### config.mk
export PLATFORM = sky130hd
export DESIGN_NAME = pll_divider_pump_fastlock_regs
export DESIGN_NICKNAME = d
export VERILOG_FILES = /design/src/design/pll_regs_pkg.sv /design/src/design/fastlock_timer.sv /design/src/design/pll_divider_pump_fastlock_regs.sv
export SDC_FILE = /design/constraint.sdc
export NUM_CORES = 1
export LEC_CHECK = 0
export ABC_AREA = 1
export BUFFER_PORTS_ARGS = -buffer_cell sky130_fd_sc_hd__buf_2
export CAP_MARGIN = 40
export CORE_MARGIN = 3
export CORE_UTILIZATION = 30
export DETAILED_ROUTE_END_ITERATION = 7
export HOLD_SLACK_MARGIN = 0.05
export PLACE_DENSITY = 0.58
export SYNTH_ARGS = -nofsm -noshare
export SYNTH_HDL_FRONTEND = slang
export SYNTH_SLANG_ARGS = --single-unit
### constraint.sdc
create_clock -name clk_i -period 6.36 [get_ports clk_i]
set_input_delay 0.318 -clock clk_i [delete_from_list [all_inputs] [get_ports clk_i]]
set_output_delay 0.318 -clock clk_i [all_outputs]
set_load 0.005 [all_outputs]
### src/design/pll_regs_pkg.sv
package pll_regs_pkg;

  // serial word framing
  localparam int unsigned WORD_W = 24;
  localparam int unsigned SEL_W = 4;
  localparam logic [3:0] SEL_AUX_DIV = 4'h3;
  localparam logic [3:0] SEL_AUX_REF = 4'h5;
  localparam logic [3:0] SEL_MAIN_FL = 4'h7;
  // the main divider word is the only one whose lowest bit is zero
  localparam int unsigned MAIN_N_SEL_BIT = 0;
  localparam int unsigned MAIN_N_LSB = 1;
  localparam int unsigned MAIN_N_W = 23;

  // aux divider control word
  localparam int unsigned AUX_PD_BIT = 23;
  localparam int unsigned AUX_PRESC_BIT = 22;
  localparam int unsigned AUX_GAIN_BIT = 21;
  localparam int unsigned AUX_N_LSB = 4;
  localparam int unsigned AUX_N_W = 17;

  // aux reference and main pump gain word
  localparam int unsigned MAIN_CPG_LSB = 19;
  localparam int unsigned PUMP_CODE_W = 4;
  localparam int unsigned AUX_R_LSB = 4;
  localparam int unsigned AUX_R_W = 15;

  // main fastlock word
  localparam int unsigned CSR_LSB = 22;
  localparam int unsigned CSR_W = 2;
  localparam int unsigned MAIN_CPF_LSB = 18;
  localparam int unsigned TOC_LSB = 4;
  localparam int unsigned TOC_W = 14;

  // timeout codes
  localparam logic [13:0] TOC_HIZ = 14'h0000;
  localparam logic [13:0] TOC_MANUAL = 14'h0001;
  localparam logic [13:0] TOC_DRIVE_LOW = 14'h0002;
  localparam logic [13:0] TOC_DRIVE_HIGH = 14'h0003;
  localparam logic [13:0] TOC_TIMED_MIN = 14'h0004;
  // pump events per timeout code unit
  localparam int unsigned FL_EVENTS_PER_CODE = 2;
  localparam int unsigned FL_COUNT_W = 15;

  // pump currents
  localparam int unsigned UA_W = 11;
  localparam logic [10:0] PUMP_STEP_UA = 11'h064;
  localparam logic [2:0] AUX_PUMP_LOW_MA = 3'h1;
  localparam logic [2:0] AUX_PUMP_HIGH_MA = 3'h4;

  // log2 of the sample rate reduction for each slip code
  localparam logic [2:0] CSR_SHIFT_OFF = 3'h0;
  localparam logic [2:0] CSR_SHIFT_HALF = 3'h1;
  localparam logic [2:0] CSR_SHIFT_QUARTER = 3'h2;
  localparam logic [2:0] CSR_SHIFT_SIXTEENTH = 3'h4;

  typedef enum logic [0:0] {
    FL_IDLE = 1'b0,
    FL_RUN = 1'b1
  } fl_state_type;

endpackage

### src/design/fastlock_timer.sv
`timescale 1ns/1ps
module fastlock_timer #(
  parameter int unsigned TOC_W = pll_regs_pkg::TOC_W,
  parameter int unsigned COUNT_W = pll_regs_pkg::FL_COUNT_W
) (
  input wire logic clk_i,
  input wire logic rst_n_i,
  input wire logic start_i,
  input wire logic [TOC_W-1:0] timeout_i,
  input wire logic comp_event_i,
  output logic active_o
);

  pll_regs_pkg::fl_state_type state;
  logic [COUNT_W-1:0] remaining;
  logic timed_mode;

  assign timed_mode = (timeout_i >= pll_regs_pkg::TOC_TIMED_MIN);

  //////////////////////////////////////////////////////////////////////////////
  // a fresh divider load restarts the count in timed mode, even mid-fastlock
  always_ff @(posedge clk_i or negedge rst_n_i) begin
    if (!rst_n_i) begin
      state <= pll_regs_pkg::FL_IDLE;
      remaining <= '0;
    end else if (start_i && timed_mode) begin
      state <= pll_regs_pkg::FL_RUN;
      remaining <= COUNT_W'({timeout_i, 1'b0}); // twice the code
    end else begin
      unique case (state)
        pll_regs_pkg::FL_IDLE: begin
          remaining <= '0;
        end
        pll_regs_pkg::FL_RUN: begin
          // reprogramming out of timed mode ends fastlock at once
          if (!timed_mode) begin
            state <= pll_regs_pkg::FL_IDLE;
          end else if (comp_event_i) begin
            remaining <= remaining - COUNT_W'(1);
            if (remaining == COUNT_W'(1)) begin
              state <= pll_regs_pkg::FL_IDLE; // expiry
            end
          end
        end
      endcase
    end
  end

  // registered view of the run state
  always_ff @(posedge clk_i or negedge rst_n_i) begin
    if (!rst_n_i) begin
      active_o <= 1'b0;
    end else begin
      active_o <= (state == pll_regs_pkg::FL_RUN) && !(comp_event_i && remaining == COUNT_W'(1)) && timed_mode;
    end
  end

endmodule // fastlock_timer

### src/design/pll_divider_pump_fastlock_regs.sv
`timescale 1ns/1ps
module pll_divider_pump_fastlock_regs #(
  parameter int unsigned WORD_W = pll_regs_pkg::WORD_W,
  parameter int unsigned TOC_W = pll_regs_pkg::TOC_W
) (
  input wire logic clk_i,
  input wire logic rst_n_i,
  input wire logic ser_clk_i,
  input wire logic ser_data_i,
  input wire logic ser_latch_i,
  input wire logic comp_event_i,
  input wire logic aux_pump_active_i,
  input wire logic aux_pump_tristate_ctl_i,
  output logic aux_pump_gain_o,
  output logic [2:0] aux_pump_ma_o,
  output logic aux_prescaler_16_o,
  output logic aux_power_down_o,
  output logic aux_pll_off_o,
  output logic [pll_regs_pkg::AUX_N_W-1:0] aux_feedback_divide_o,
  output logic [pll_regs_pkg::AUX_R_W-1:0] aux_reference_divide_o,
  output logic [pll_regs_pkg::MAIN_N_W-1:0] main_feedback_divide_o,
  output logic main_divide_loaded_o,
  output logic [pll_regs_pkg::PUMP_CODE_W-1:0] main_steady_pump_gain_o,
  output logic [pll_regs_pkg::PUMP_CODE_W-1:0] main_fastlock_pump_current_o,
  output logic [TOC_W-1:0] main_fastlock_timeout_o,
  output logic [pll_regs_pkg::CSR_W-1:0] cycle_slip_reduction_o,
  output logic [pll_regs_pkg::PUMP_CODE_W-1:0] main_pump_code_o,
  output logic [pll_regs_pkg::UA_W-1:0] main_pump_ua_o,
  output logic [2:0] sample_rate_shift_o,
  output logic main_fastlock_active_o,
  output logic main_fastlock_pin_o,
  output logic main_fastlock_pin_oe_o
);

  //////////////////////////////////////////////////////////////////////////////
  // serial capture

  logic ser_clk_q;
  logic ser_latch_q;
  logic [WORD_W-1:0] shift_word;
  logic clk_rise;
  logic latch_rise;
  logic load_aux_div;
  logic load_aux_ref;
  logic load_main_fl;
  logic load_main_n;
  logic timer_active;
  logic fastlock_on;
  logic [pll_regs_pkg::PUMP_CODE_W-1:0] next_pump_code;
  logic [pll_regs_pkg::UA_W-1:0] next_pump_ua;

  // strobes are synchronous to clk_i, so plain edge detection suffices
  always_ff @(posedge clk_i or negedge rst_n_i) begin
    if (!rst_n_i) begin
      ser_clk_q <= 1'b0;
      ser_latch_q <= 1'b0;
    end else begin
      ser_clk_q <= ser_clk_i;
      ser_latch_q <= ser_latch_i;
    end
  end

  assign clk_rise = ser_clk_i && !ser_clk_q;
  assign latch_rise = ser_latch_i && !ser_latch_q;

  // msb first; the last bit shifted in ends up as the select lsb
  always_ff @(posedge clk_i or negedge rst_n_i) begin
    if (!rst_n_i) begin
      shift_word <= '0;
    end else if (clk_rise) begin
      shift_word <= {shift_word[WORD_W-2:0], ser_data_i};
    end
  end

  // word routing by select code; other select codes belong elsewhere
  assign load_main_n = latch_rise && !shift_word[pll_regs_pkg::MAIN_N_SEL_BIT];
  assign load_aux_div = latch_rise && (shift_word[pll_regs_pkg::SEL_W-1:0] == pll_regs_pkg::SEL_AUX_DIV);
  assign load_aux_ref = latch_rise && (shift_word[pll_regs_pkg::SEL_W-1:0] == pll_regs_pkg::SEL_AUX_REF);
  assign load_main_fl = latch_rise && (shift_word[pll_regs_pkg::SEL_W-1:0] == pll_regs_pkg::SEL_MAIN_FL);

  //////////////////////////////////////////////////////////////////////////////
  // aux divider control word

  // no ratio checks here: legality of the aux n value is the host's job
  always_ff @(posedge clk_i or negedge rst_n_i) begin
    if (!rst_n_i) begin
      aux_power_down_o <= 1'b0;
      aux_prescaler_16_o <= 1'b0;
      aux_pump_gain_o <= 1'b0;
      aux_feedback_divide_o <= '0;
    end else if (load_aux_div) begin
      aux_power_down_o <= shift_word[pll_regs_pkg::AUX_PD_BIT];
      aux_prescaler_16_o <= shift_word[pll_regs_pkg::AUX_PRESC_BIT];
      aux_pump_gain_o <= shift_word[pll_regs_pkg::AUX_GAIN_BIT];
      aux_feedback_divide_o <= shift_word[pll_regs_pkg::AUX_N_LSB +: pll_regs_pkg::AUX_N_W];
    end
  end

  // pump magnitude follows the stored gain bit
  always_ff @(posedge clk_i or negedge rst_n_i) begin
    if (!rst_n_i) begin
      aux_pump_ma_o <= pll_regs_pkg::AUX_PUMP_LOW_MA;
    end else begin
      aux_pump_ma_o <= aux_pump_gain_o ? pll_regs_pkg::AUX_PUMP_HIGH_MA
                                       : pll_regs_pkg::AUX_PUMP_LOW_MA;
    end
  end

  // power-down waits for an idle pump unless told to cut at once;
  // waiting avoids dumping a half pulse of charge into the loop filter
  always_ff @(posedge clk_i or negedge rst_n_i) begin
    if (!rst_n_i) begin
      aux_pll_off_o <= 1'b0;
    end else if (!aux_power_down_o) begin
      aux_pll_off_o <= 1'b0;
    end else if (aux_pump_tristate_ctl_i) begin
      aux_pll_off_o <= 1'b1;
    end else if (!aux_pump_active_i) begin
      aux_pll_off_o <= 1'b1;
    end
  end

  //////////////////////////////////////////////////////////////////////////////
  // aux reference and main steady gain word

  always_ff @(posedge clk_i or negedge rst_n_i) begin
    if (!rst_n_i) begin
      main_steady_pump_gain_o <= '0;
      aux_reference_divide_o <= '0;
    end else if (load_aux_ref) begin
      main_steady_pump_gain_o <= shift_word[pll_regs_pkg::MAIN_CPG_LSB +: pll_regs_pkg::PUMP_CODE_W];
      aux_reference_divide_o <= shift_word[pll_regs_pkg::AUX_R_LSB +: pll_regs_pkg::AUX_R_W];
    end
  end

  //////////////////////////////////////////////////////////////////////////////
  // main fastlock word and main divider

  // currents and slip setting are stored independently; matching them is up to the host
  always_ff @(posedge clk_i or negedge rst_n_i) begin
    if (!rst_n_i) begin
      cycle_slip_reduction_o <= '0;
      main_fastlock_pump_current_o <= '0;
      main_fastlock_timeout_o <= '0;
    end else if (load_main_fl) begin
      cycle_slip_reduction_o <= shift_word[pll_regs_pkg::CSR_LSB +: pll_regs_pkg::CSR_W];
      main_fastlock_pump_current_o <= shift_word[pll_regs_pkg::MAIN_CPF_LSB +: pll_regs_pkg::PUMP_CODE_W];
      main_fastlock_timeout_o <= shift_word[pll_regs_pkg::TOC_LSB +: TOC_W];
    end
  end

  // loading the divider is what kicks off a timed fastlock
  always_ff @(posedge clk_i or negedge rst_n_i) begin
    if (!rst_n_i) begin
      main_feedback_divide_o <= '0;
      main_divide_loaded_o <= 1'b0;
    end else begin
      main_divide_loaded_o <= load_main_n;
      if (load_main_n) begin
        main_feedback_divide_o <= shift_word[pll_regs_pkg::MAIN_N_LSB +: pll_regs_pkg::MAIN_N_W];
      end
    end
  end

  fastlock_timer #(
    .TOC_W(TOC_W),
    .COUNT_W(pll_regs_pkg::FL_COUNT_W)
  ) u_timer (
    .clk_i(clk_i),
    .rst_n_i(rst_n_i),
    .start_i(main_divide_loaded_o),
    .timeout_i(main_fastlock_timeout_o),
    .comp_event_i(comp_event_i),
    .active_o(timer_active)
  );

  //////////////////////////////////////////////////////////////////////////////
  // fastlock conditions

  // manual mode holds fastlock with no timeout at all
  assign fastlock_on = (main_fastlock_timeout_o == pll_regs_pkg::TOC_MANUAL) || timer_active;

  always_comb begin
    next_pump_code = fastlock_on ? main_fastlock_pump_current_o : main_steady_pump_gain_o;
    next_pump_ua = (pll_regs_pkg::UA_W'(next_pump_code) + pll_regs_pkg::UA_W'(1))
                   * pll_regs_pkg::PUMP_STEP_UA;
  end

  always_ff @(posedge clk_i or negedge rst_n_i) begin
    if (!rst_n_i) begin
      main_fastlock_active_o <= 1'b0;
      main_pump_code_o <= '0;
      main_pump_ua_o <= pll_regs_pkg::PUMP_STEP_UA;
    end else begin
      main_fastlock_active_o <= fastlock_on;
      main_pump_code_o <= next_pump_code;
      main_pump_ua_o <= next_pump_ua;
    end
  end

  // slip reduction only acts while fastlock conditions are applied
  always_ff @(posedge clk_i or negedge rst_n_i) begin
    if (!rst_n_i) begin
      sample_rate_shift_o <= pll_regs_pkg::CSR_SHIFT_OFF;
    end else if (!fastlock_on) begin
      sample_rate_shift_o <= pll_regs_pkg::CSR_SHIFT_OFF;
    end else begin
      unique case (cycle_slip_reduction_o)
        2'h0: sample_rate_shift_o <= pll_regs_pkg::CSR_SHIFT_OFF;
        2'h1: sample_rate_shift_o <= pll_regs_pkg::CSR_SHIFT_HALF;
        2'h2: sample_rate_shift_o <= pll_regs_pkg::CSR_SHIFT_QUARTER;
        2'h3: sample_rate_shift_o <= pll_regs_pkg::CSR_SHIFT_SIXTEENTH;
      endcase
    end
  end

  //////////////////////////////////////////////////////////////////////////////
  // fastlock pin

  // in timed mode the pin pulls low during fastlock and floats afterwards
  always_ff @(posedge clk_i or negedge rst_n_i) begin
    if (!rst_n_i) begin
      main_fastlock_pin_o <= 1'b0;
      main_fastlock_pin_oe_o <= 1'b0;
    end else begin
      main_fastlock_pin_o <= 1'b0;
      if (main_fastlock_timeout_o == pll_regs_pkg::TOC_HIZ) begin
        main_fastlock_pin_oe_o <= 1'b0;
      end else if (main_fastlock_timeout_o == pll_regs_pkg::TOC_MANUAL) begin
        main_fastlock_pin_oe_o <= 1'b1;
      end else if (main_fastlock_timeout_o == pll_regs_pkg::TOC_DRIVE_LOW) begin
        main_fastlock_pin_oe_o <= 1'b1;
      end else if (main_fastlock_timeout_o == pll_regs_pkg::TOC_DRIVE_HIGH) begin
        main_fastlock_pin_o <= 1'b1;
        main_fastlock_pin_oe_o <= 1'b1;
      end else begin
        main_fastlock_pin_oe_o <= timer_active;
      end
    end
  end

endmodule // pll_divider_pump_fastlock_regs

==> results of run 1 <==
kinds of logic (layout without fill, tap and decap cells):
| logic type | count (synthesis) | in the layout | share of synthesized area (%) |
|---|---|---|---|
| adder cells (fa/ha/maj) | 15 | 15 | 3.115 |
| AO/OA/AOI/OAI | 134 | 134 | 11.24 |
| flip-flops | 148 | 148 | 59.19 |
| XOR/XNOR | 18 | 18 | 2.816 |
| AND/OR/NAND/NOR | 247 | 247 | 17.43 |
| buffers and inverters | 94 | 218 | 6.150 |
| other | 1 | 3 | 0.05985 |
final cells by class:
class / instances / share of cell area (%)
Tap cell: 270 / 4.367
Clock buffer: 22 / 6.130
Timing Repair Buffer: 121 / 8.556
Inverter: 65 / 3.154
Sequential cell: 148 / 47.94
Clock inverter: 10 / 1.682
Multi-Input combinational cell: 417 / 28.17
per-layer routing:
layer	share of wire [%]	routed length, µm
met5	0	0
met4	1.3	192
met3	5.0	759
met2	46	6879
met1	48	7248
synth_stat cells (6+ instances only):
library cell / instances / area share (%)
nor2_1: 30 / 1.8
xnor2_1: 6 / 0.84
o21ai_1: 12 / 0.96
o21ai_0: 106 / 8.5
nand3_1: 12 / 0.96
dfrtp_1: 144 / 58
ha_1: 14 / 2.8
nand2_1: 175 / 10
clkbuf_1: 21 / 1.3
inv_1: 54 / 3.2
xor2_1: 11 / 1.5
inv_2: 11 / 0.66
nor3_1: 6 / 0.48
where the power goes:
part	leakage (nW)	internal, mW	switching, mW	total (mW)
logic	1.72	0.185	0.327	0.512
registers	2.02	1.05	0.0706	1.12
clock network	0.296	0.645	0.380	1.03
worst max path at each step:
stage | start | end | slack [ns]
4_1_cts | main_fastlock_timeout_o[7]$_DFFE_PN0P_ | main_pump_ua_o[10]$_DFF_PN0_ | 3.00
3_5_place_dp | main_fastlock_timeout_o[7]$_DFFE_PN0P_ | main_pump_ua_o[10]$_DFF_PN0_ | 3.02
6_report | main_fastlock_timeout_o[7]$_DFFE_PN0P_ | main_pump_ua_o[10]$_DFF_PN0_ | 3.04
3_3_place_gp | main_fastlock_timeout_o[7]$_DFFE_PN0P_ | main_pump_ua_o[10]$_DFF_PN0_ | 3.09
2_1_floorplan | main_fastlock_timeout_o[2]$_DFFE_PN0P_ | main_pump_ua_o[10]$_DFF_PN0_ | 3.29
5_1_grt | main_fastlock_timeout_o[7]$_DFFE_PN0P_ | main_pump_ua_o[10]$_DFF_PN0_ | 2.70
timing repair:
action	in CTS	in global routing
endpoints found under the hold margin	82	0
hold buffers	3	0
setup endpoints to repair	0	0
buffers inserted	0	0
state kept, by name (all words and copies together), names as in the netlist, 2 cells and up:
| name | flops |
|---|---|
| cycle_slip_reduction_o | 2 |
| main_pump_code_o | 4 |
| sample_rate_shift_o | 3 |
| aux_pump_ma_o | 2 |
| main_fastlock_timeout_o | 14 |
| main_fastlock_pump_current_o | 4 |
| main_feedback_divide_o | 23 |
| main_pump_ua_o | 9 |
| u_timer.remaining | 15 |
| aux_reference_divide_o | 15 |
| shift_word | 24 |
| main_steady_pump_gain_o | 4 |
| aux_feedback_divide_o | 17 |
==> qor.yml, run 1 <==
grt_start_max_net_pins: 86
worstHoldStart: "aux_pump_tristate_ctl_i"
vias_per_cell: 4.344
critPathMaxStageDelay_ns: 0.41
status: "finished clean"
fin_cells: 1053
grt_pass1_vias: 4560
place_area_um2: 7102
place_ws_ns: 3.022
crit_cells: 17
die-height_um: 150.5
cts_buffer_depth: 2
worstPathMaxFanout: 8
area_growth_pct: 23.46
max-vdd-ir-drop_v: 0.0001835
core-area_um2: 20360
path_cells: "nor2_1 -> nand2_1 -> nor2_4 -> nand2_4 -> nand2_8 -> nand2_1 -> nand2_2 -> ha_1 -> inv_1 -> nor3_1 -> ha_1 -> inv_1 -> ha_1 -> ha_1 -> ha_1 -> a21oi_1 -> xor2_1"
cp-end-kind: "flop"
clk_latency_ns: 0.42
synth_cell_types: 37
top_usage_layer: "met2"
hold-path-cell-count: 2
reg2reg_slack_ns: 3.04
drive_gt1_share_pct: 24.27
clk_transition_reported_paths_ns: 0.06
max_slew_margin_pct: 45.78
layout_min_cycle_time_ns: 3.321
hold_path_end: "aux_pll_off_o$_DFFE_PN0P_"
ioPinCount: 116
cts_root_buf: "clkbuf_16"
async_flop_share_pct: 100.0
path_delay_family: "adder cells"
cts_resized: 0
fmax_mhz: 301.1
power_density_nw_per_um2: 343.1
drt_iter0_markers: 281
final_util_pct: 37.99
clock-sinks: 148
via_count: 4574
synth_edf_count: 0
use_met2_pct: 21.37
dieArea_um2: 22660
rsz0062_at_grt: "false"
route.detailed.wl_per_inst_um: 14.32
grt_use_met1_pct: 19.72
nets: 793
rr_startpoint: "main_fastlock_timeout_o[7]$_DFFE_PN0P_"
hold_viol_final: 0
cp.arrival_ns: 3.66
antenna_found_initial: 0
num-fill-cells: 2109
tightest_slew_ns: 0.8133
critPathBufInv: 2
yosysSeqAreaShare_pct: 59.19
whs_ns: 0.1364
layout_common_cells: "nand2_1 (175), dfrtp_1 (144), buf_2 (111)"
grt_pass1_wl_um: 24780
htreeDepth: 4
finalSetupViolCount: 0
drv_slew: 0
p_total_mw: 2.655
period_share_pct: 52.21
leakagePower_nw: 4.039
drt_pass1_iterations: 4
hold_path.class: "in -> reg"
critical_path_class: "reg -> reg"
dp_hpwl_um: 10540
r2r_cells: 17
multi_input_area_um2: 2180
antennaDiodeCount: 0
crit_path_frequent_cell: "ha_1"
cts_tree: "built"
critPathLaunchType: "flop"
syn_area_per_cell_um2: 9.537
finalSetupTns_ns: 0
grt.total_usage_pct: 14.12
drc: 0
synth_warnings: 0
ys_ff_latch: 148
synth_area_um2: 6266
floorplan.initialDensity_pct: 30.77
maxCapViolCount: 0
stdcell_area_um2: 7736
wirelength_um: 15080
syn_inst: 657
ys.flop_type: "dfrtp_1"
ant_nets: 0
slowest_stage: "dfrtp_1"
cts_made_buffers: 17
clock_skew_ns: 0.008362
use_met3_pct: 4.094
place.port_buffers: 112
cp.required_ns: 6.70
fin_ws_ns: 3.039
die_width_um: 150.5
globalplace.congestion: 0.7774
mostFrequentLayoutCell: "nand2_1"
dp.cells: 1018
seq_area_um2: 3709
grt.overflow.total: 0
rows: 52
worstReg2RegEnd: "main_pump_ua_o[10]$_DFF_PN0_"
Note: power is estimated with default switching activity, not from simulation.
==> run 2, diff against run 1 <==
clock period = 3.3 ns   (was 6.36 ns; I/O delays follow)
==> run 2 against run 1 <==
Maximum frequency is 7.5% higher. First-iteration DRC count increased by 12%. Largest power group unchanged. Critical endpoint unchanged. Final cell count grew 1.4%.
==> qor.yml, run 2 (synthesis gave the netlist of run 1 again) <==
maxCapViolCount: 0  # unchanged
period_share_pct: 93.63  # was 52.21%
largest_reg_flops: 24  # unchanged
layout_common_cells: "nand2_1 (173), dfrtp_1 (144), buf_2 (111)"  # was nand2_1 (175), dfrtp_1 (144), buf_2 (111)
num-fill-cells: 2055  # was 2,109
layout_min_cycle_time_ns: 3.090  # was 3.321 ns
tightest_slew_ns: 0.5114  # was 0.8133 ns
cp.required_ns: 3.65  # was 6.70 ns
grt_start_max_net_pins: 83  # was 86
drt_iter0_markers: 316  # was 281
place_area_um2: 7167  # was 7102 µm²
cts_tree: "built"  # unchanged
rows: 52  # unchanged
antenna_found_initial: 0  # unchanged
cp-end-kind: "flop"  # unchanged
drv_slew: 0  # unchanged
top_regs: "shift_word (24), main_feedback_divide_o (23), aux_feedback_divide_o (17)"  # unchanged
drc: 0  # unchanged
die-height_um: 150.5  # unchanged
via_count: 4614  # was 4,574
drt_pass1_iterations: 4  # unchanged
grt.total_usage_pct: 13.93  # was 14.12%
regMostFlops: "shift_word"  # unchanged
final_util_pct: 38.90  # was 37.99%
htreeDepth: 4  # unchanged
cp.arrival_ns: 3.44  # was 3.66 ns
power_density_nw_per_um2: 657.8  # was 343.1 nW/µm²
critPathLaunchType: "flop"  # unchanged
worstPathMaxFanout: 8  # unchanged
slowest_stage: "dfrtp_1"  # unchanged
critPathMaxStageDelay_ns: 0.42  # was 0.41 ns
stdcell_area_um2: 7921  # was 7736 µm²
max-vdd-ir-drop_v: 0.0003708  # was 0.0001835 V
clock-sinks: 148  # unchanged
critical_path_class: "reg -> reg"  # unchanged
max_slew_margin_pct: 65.91  # was 45.78%
hold_path.class: "in -> async"  # was in -> reg
path_delay_family: "adder cells"  # unchanged
cts_root_buf: "clkbuf_16"  # unchanged
die_width_um: 150.5  # unchanged
cts_buffer_depth: 2  # unchanged
dieArea_um2: 22660  # unchanged
setup.worst_path.start: "main_fastlock_timeout_o[0]$_DFFE_PN0P_"  # was main_fastlock_timeout_o[7]$_DFFE_PN0P_
endpoint: "main_pump_ua_o[10]$_DFF_PN0_"  # unchanged
clk_transition_reported_paths_ns: 0.06  # about the same
rr_startpoint: "main_fastlock_timeout_o[0]$_DFFE_PN0P_"  # was main_fastlock_timeout_o[7]$_DFFE_PN0P_
wirelength_um: 14890  # was 15,080 µm
fmax_mhz: 323.7  # was 301.1 MHz
clk_latency_ns: 0.43  # was 0.42 ns
cts_made_buffers: 17  # unchanged
leakagePower_nw: 4.145  # was 4.039 nW
status: "finished clean"  # unchanged
path_cells: "inv_2 -> nor2_2 -> nand2_1 -> nor2_4 -> nand2_4 -> nand2_8 -> nand2_2 -> nand2_4 -> ha_1 -> inv_1 -> buf_4 -> xor2_4 -> inv_1 -> ha_1 -> ha_1 -> ha_1 -> ha_1 -> a21oi_2 -> xor2_1"  # was nor2_1 -> nand2_1 -> nor2_4 -> nand2_4 -> nand2_8 -> nand2_1 -> nand2_2 -> ha_1 -> inv_1 -> nor3_1 -> ha_1 -> inv_1 -> ha_1 -> ha_1 -> ha_1 -> a21oi_1 -> xor2_1
ioPinCount: 116  # unchanged
route.detailed.wl_per_inst_um: 13.95  # was 14.32 µm
mostFrequentLayoutCell: "nand2_1"  # unchanged
area_growth_pct: 26.42  # was 23.46%
antennaDiodeCount: 0  # unchanged
hold_viol_final: 0  # unchanged
crit_cells: 19  # was 17
finalSetupTns_ns: 0  # unchanged
grt.overflow.total: 0  # unchanged
nets: 808  # was 793
reg2reg_slack_ns: 0.21  # was 3.04 ns
seq_area_um2: 3709  # unchanged
r2r_cells: 19  # was 17
grt_pass1_wl_um: 24480  # was 24,780 µm
globalplace.congestion: 0.7828  # was 0.7774
multi_input_area_um2: 2210  # was 2180 µm²
vias_per_cell: 4.320  # was 4.344
finalSetupViolCount: 0  # unchanged
dp_hpwl_um: 10470  # was 10,540 µm
critPathBufInv: 4  # was 2
ant_nets: 0  # unchanged
clock_skew_ns: 0.01321  # was 0.008362 ns
grt_pass1_vias: 4503  # was 4,560
worstReg2RegEnd: "main_pump_ua_o[10]$_DFF_PN0_"  # unchanged
core-area_um2: 20360  # unchanged
dp.cells: 1025  # was 1,018
drive_gt1_share_pct: 26.44  # was 24.27%
crit_path_frequent_cell: "ha_1"  # unchanged
place.port_buffers: 112  # unchanged
fin_cells: 1068  # was 1,053
floorplan.initialDensity_pct: 30.77  # unchanged
-- run 2: cell types whose count changed in the layout (fill, tap and decap cells not counted), moves of 3 or more --
| cell | delta |
|---|---|
| inv_6 | +3 |
| clkbuf_8 | -3 |
| dlygate4sd3_1 | +3 |
| buf_4 | +11 |
-- run 2: final cells by class --
cell class / count / share of cell area, %
Clock buffer: 17 / 5.370
Clock inverter: 15 / 2.543
Inverter: 65 / 3.080
Multi-Input combinational cell: 417 / 27.89
Sequential cell: 148 / 46.82
Tap cell: 270 / 4.265
Timing Repair Buffer: 136 / 10.03
-- run 2: worst reg2reg max path: cells and delay by family (launching register included) --
kind | cells | cell delay, ns
adder cells (fa/ha/maj) | 5 | 1.16
AND/OR/NAND/NOR | 7 | 0.54
flip-flops | 1 | 0.42
buffers and inverters | 4 | 0.41
XOR/XNOR | 2 | 0.33
AO/OA/AOI/OAI | 1 | 0.16
-- run 2: where the power goes --
| group | internal (mW) | leakage (nW) | switching [mW] |
|---|---|---|---|
| sequential | 2.02 | 2.02 | 0.133 |
| combinational | 0.378 | 1.83 | 0.631 |
| clock | 1.27 | 0.300 | 0.783 |
-- run 2: stage by stage --
stage / total power, mW / setup slack (ns) / hold WS (ns)
2_1_floorplan: 2.805 / 0.2292 / -0.1306
3_3_place_gp: 3.175 / 0.1212 / 0.05247
3_5_place_dp: 3.182 / 0.004275 / 0.05092
4_1_cts: 5.276 / 0.08826 / 0.1799
5_1_grt: 5.524 / -0.0008218 / 0.2096
6_report: 5.211 / 0.2102 / 0.1822
-- run 2: worst min-delay path by stage --
stage | cells past startpoint | end | start | slack, ns
CTS | 2 | u_timer.remaining[11]$_DFFE_PN0P_ | rst_n_i | 0.18
detailed placement | 1 | u_timer.remaining[10]$_DFFE_PN0P_ | rst_n_i | 0.05
floorplan | 0 | aux_feedback_divide_o[0]$_DFFE_PN0P_ | rst_n_i | -0.13
global route | 2 | u_timer.remaining[11]$_DFFE_PN0P_ | rst_n_i | 0.21
finish | 2 | u_timer.remaining[11]$_DFFE_PN0P_ | rst_n_i | 0.18
global placement | 1 | u_timer.remaining[10]$_DFFE_PN0P_ | rst_n_i | 0.05
-- run 2: metal layers --
layer	vias to the layer above	track usage, %	wire, µm
met5	-	0	0
met1	2183	19.43	7199
li1	2334	-	-
met2	81	20.97	6799
met3	16	3.642	667
met4	0	4.895	228
-- run 2: timing repair --
item	4_1_cts	5_1_grt
pin swaps	0	3
setup endpoints to repair	1	1
cloned	0	0
hold endpoints to repair	111	0
hold buffers	6	0
gates resized for setup	1	7
buffers inserted	0	5
==> run 3, diff against run 2 <==
BUFFER_PORTS_ARGS = default   (was -buffer_cell sky130_fd_sc_hd__buf_2)
DONT_BUFFER_PORTS = 1   (was default)
PLACE_DENSITY = 0.54   (was 0.58)
==> run 3 against run 2 <==
The run now ends with hold timing left. Setup slack got worse by 0.011 ns. Maximum frequency decreased by 0.35%. Sequential share of layout area increased by 3.6 points. First-iteration DRC count decreased by 21%. Sequential cell count unchanged. Sequential power about the same. Global-route usage decreased by 0.29 points. Count of clock-buffer cells in the layout increased by 7. Largest cell class unchanged. Clock skew decreased by 0.0023 ns.
==> qor.yml, run 3 (synthesis gave the netlist of run 1 again) <==
floorplan.initialDensity_pct: 30.77  # unchanged
final_util_pct: 36.15  # was 38.90%
mostFrequentLayoutCell: "nand2_1"  # unchanged
clock_skew_ns: 0.01092  # was 0.01321 ns
antennaDiodeCount: 0  # unchanged
antenna_found_initial: 0  # unchanged
cp.arrival_ns: 3.44  # about the same
period_share_pct: 93.96  # was 93.63%
route.detailed.wl_per_inst_um: 15.39  # was 13.95 µm
power_density_nw_per_um2: 700.4  # was 657.8 nW/µm²
fin_ws_ns: 0.1993  # was 0.2102 ns
place_area_um2: 6648  # was 7167 µm²
tightest_slew_ns: 0.5171  # was 0.5114 ns
critPathLaunchType: "flop"  # unchanged
layout_common_cells: "nand2_1 (175), dfrtp_1 (144), o21ai_0 (106)"  # was nand2_1 (173), dfrtp_1 (144), buf_2 (111)
via_count: 4247  # was 4,614
grt_start_max_net_pins: 149  # was 83
rows: 52  # unchanged
wirelength_um: 14740  # was 14,890 µm
cts_made_buffers: 17  # unchanged
core-area_um2: 20360  # unchanged
max-vdd-ir-drop_v: 0.0003718  # was 0.0003708 V
place.port_buffers: 0  # was 112
worstPathMaxFanout: 8  # unchanged
grt_pass1_vias: 4126  # was 4,503
nets: 698  # was 808
globalplace.congestion: 0.7914  # was 0.7828
num-fill-cells: 2043  # was 2,055
htreeDepth: 4  # unchanged
area_growth_pct: 17.47  # was 26.42%
layout_min_cycle_time_ns: 3.101  # was 3.090 ns
hold_viol_final: 148  # was 0
leakagePower_nw: 3.563  # was 4.145 nW
cp-end-kind: "flop"  # unchanged
fin_cells: 958  # was 1,068
dp_hpwl_um: 10100  # was 10,470 µm
path_delay_family: "adder cells"  # unchanged
finalSetupViolCount: 0  # unchanged
status: "finished, violations left"  # was finished clean
critPathBufInv: 2  # was 4
vias_per_cell: 4.433  # was 4.320
drv_slew: 0  # unchanged
ioPinCount: 116  # unchanged
place_ws_ns: 0.1130  # was 0.004275 ns
grt.total_usage_pct: 13.64  # was 13.93%
slowest_stage: "dfrtp_1"  # unchanged
seq_area_um2: 3709  # unchanged
hold_path.class: "in -> async"  # unchanged
grt.overflow.total: 0  # unchanged
die_width_um: 150.5  # unchanged
drt_iter0_markers: 250  # was 316
fmax_mhz: 322.5  # was 323.7 MHz
cts_buffer_depth: 2  # unchanged
maxCapViolCount: 0  # unchanged
drive_gt1_share_pct: 13.52  # was 26.44%
critPathMaxStageDelay_ns: 0.37  # was 0.42 ns
dieArea_um2: 22660  # unchanged
clock-sinks: 148  # unchanged
max_slew_margin_pct: 65.44  # was 65.91%
drc: 0  # unchanged
whs_ns: -0.5557  # was 0.1822 ns
multi_input_area_um2: 2188  # was 2210 µm²
stdcell_area_um2: 7361  # was 7921 µm²
critical_path_class: "reg -> reg"  # unchanged
die-height_um: 150.5  # unchanged
violations: "hold timing"
clk_transition_reported_paths_ns: 0.06  # about the same
cp.required_ns: 3.64  # was 3.65 ns
hold_buffers: 5  # was 6
ant_nets: 0  # unchanged
cts_tree: "built"  # unchanged
top_regs: "shift_word (24), main_feedback_divide_o (23), aux_feedback_divide_o (17)"  # unchanged
clk_latency_ns: 0.42  # was 0.43 ns
regMostFlops: "shift_word"  # unchanged
postCtsSetupBuffers: 0  # unchanged
crit_path_frequent_cell: "ha_1"  # unchanged
grt_pass1_wl_um: 23650  # was 24,480 µm
dp.cells: 921  # was 1,025
largest_reg_flops: 24  # unchanged
path_cells: "nor2_1 -> nand2_1 -> nor2_4 -> nand2_4 -> nand2_8 -> nand2_2 -> nand2_4 -> ha_1 -> inv_1 -> nor3_2 -> ha_1 -> inv_1 -> ha_1 -> ha_1 -> ha_1 -> a21oi_2 -> xor2_1"  # was inv_2 -> nor2_2 -> nand2_1 -> nor2_4 -> nand2_4 -> nand2_8 -> nand2_2 -> nand2_4 -> ha_1 -> inv_1 -> buf_4 -> xor2_4 -> inv_1 -> ha_1 -> ha_1 -> ha_1 -> ha_1 -> a21oi_2 -> xor2_1
cts_root_buf: "clkbuf_16"  # unchanged
drt_pass1_iterations: 5  # was 4
## run 3: cell types whose count changed in the layout (fill, tap and decap cells not counted), sizes merged
| cell | delta |
|---|---|
| bufinv | +1 |
| buf | -109 |
| clkinv | -3 |
| clkbuf | +7 |
| inv | -2 |
| dlygate4sd3 | -1 |
| clkinvlp | -3 |
## run 3: area by class of cell
| type | instances | share of cell area, % |
|---|---|---|
| Multi-Input combinational cell | 417 | 29.73 |
| Inverter | 65 | 3.315 |
| Tap cell | 270 | 4.589 |
| Clock buffer | 24 | 6.544 |
| Timing Repair Buffer | 26 | 3.094 |
| Sequential cell | 148 | 50.38 |
| Clock inverter | 8 | 2.346 |
## run 3: where the power goes
part	leakage [nW]	internal, mW	switching (mW)
Combinational	1.23	0.293	0.533
Sequential	2.02	2.02	0.163
Clock	0.319	1.41	0.741
Total	3.56	3.72	1.44
## run 3: path summary, 6_finish.rpt
path | start | end | slack [ns] | cells after the start
min in group clk_i | comp_event_i | u_timer.remaining[3]$_DFFE_PN0P_ | 0.15 | 5
max in group asynchronous | rst_n_i | main_pump_ua_o[6]$_DFF_PN1_ | 3.60 | 0
worst max-delay path | main_fastlock_timeout_o[9]$_DFFE_PN0P_ | main_pump_ua_o[10]$_DFF_PN0_ | 0.20 | 17
worst min-delay path | rst_n_i | u_timer.remaining[10]$_DFFE_PN0P_ | -0.56 | 0
worst min register to register | aux_pump_gain_o$_DFFE_PN0P_ | aux_pump_ma_o[2]$_DFF_PN0_ | 0.46 | 0
worst max register to register | main_fastlock_timeout_o[9]$_DFFE_PN0P_ | main_pump_ua_o[10]$_DFF_PN0_ | 0.20 | 17
## run 3: routing by layer
| metal | vias to the layer above | part of all wire (%) | GRT usage [%] |
|---|---|---|---|
| li1 | 2121 | - | - |
| met1 | 2026 | 47 | 18.52 |
| met2 | 83 | 46 | 20.54 |
| met3 | 17 | 5.7 | 4.335 |
| met4 | 0 | 1.4 | 4.803 |
| met5 | - | 0 | 0 |
## run 3: repair_timing
item | 4_1_cts | 5_1_grt
endpoints found under the hold margin | 152 | 148
endpoints found under the setup margin | 0 | 1
gates resized for setup | 0 | 2
## run 3: through the flow
stage	total power [mW]	TNS, ns
2_1_floorplan	2.805	0
3_3_place_gp	3.045	0
3_5_place_dp	3.054	0
4_1_cts	5.229	0
5_1_grt	5.465	-0.01004
6_report	5.155	0
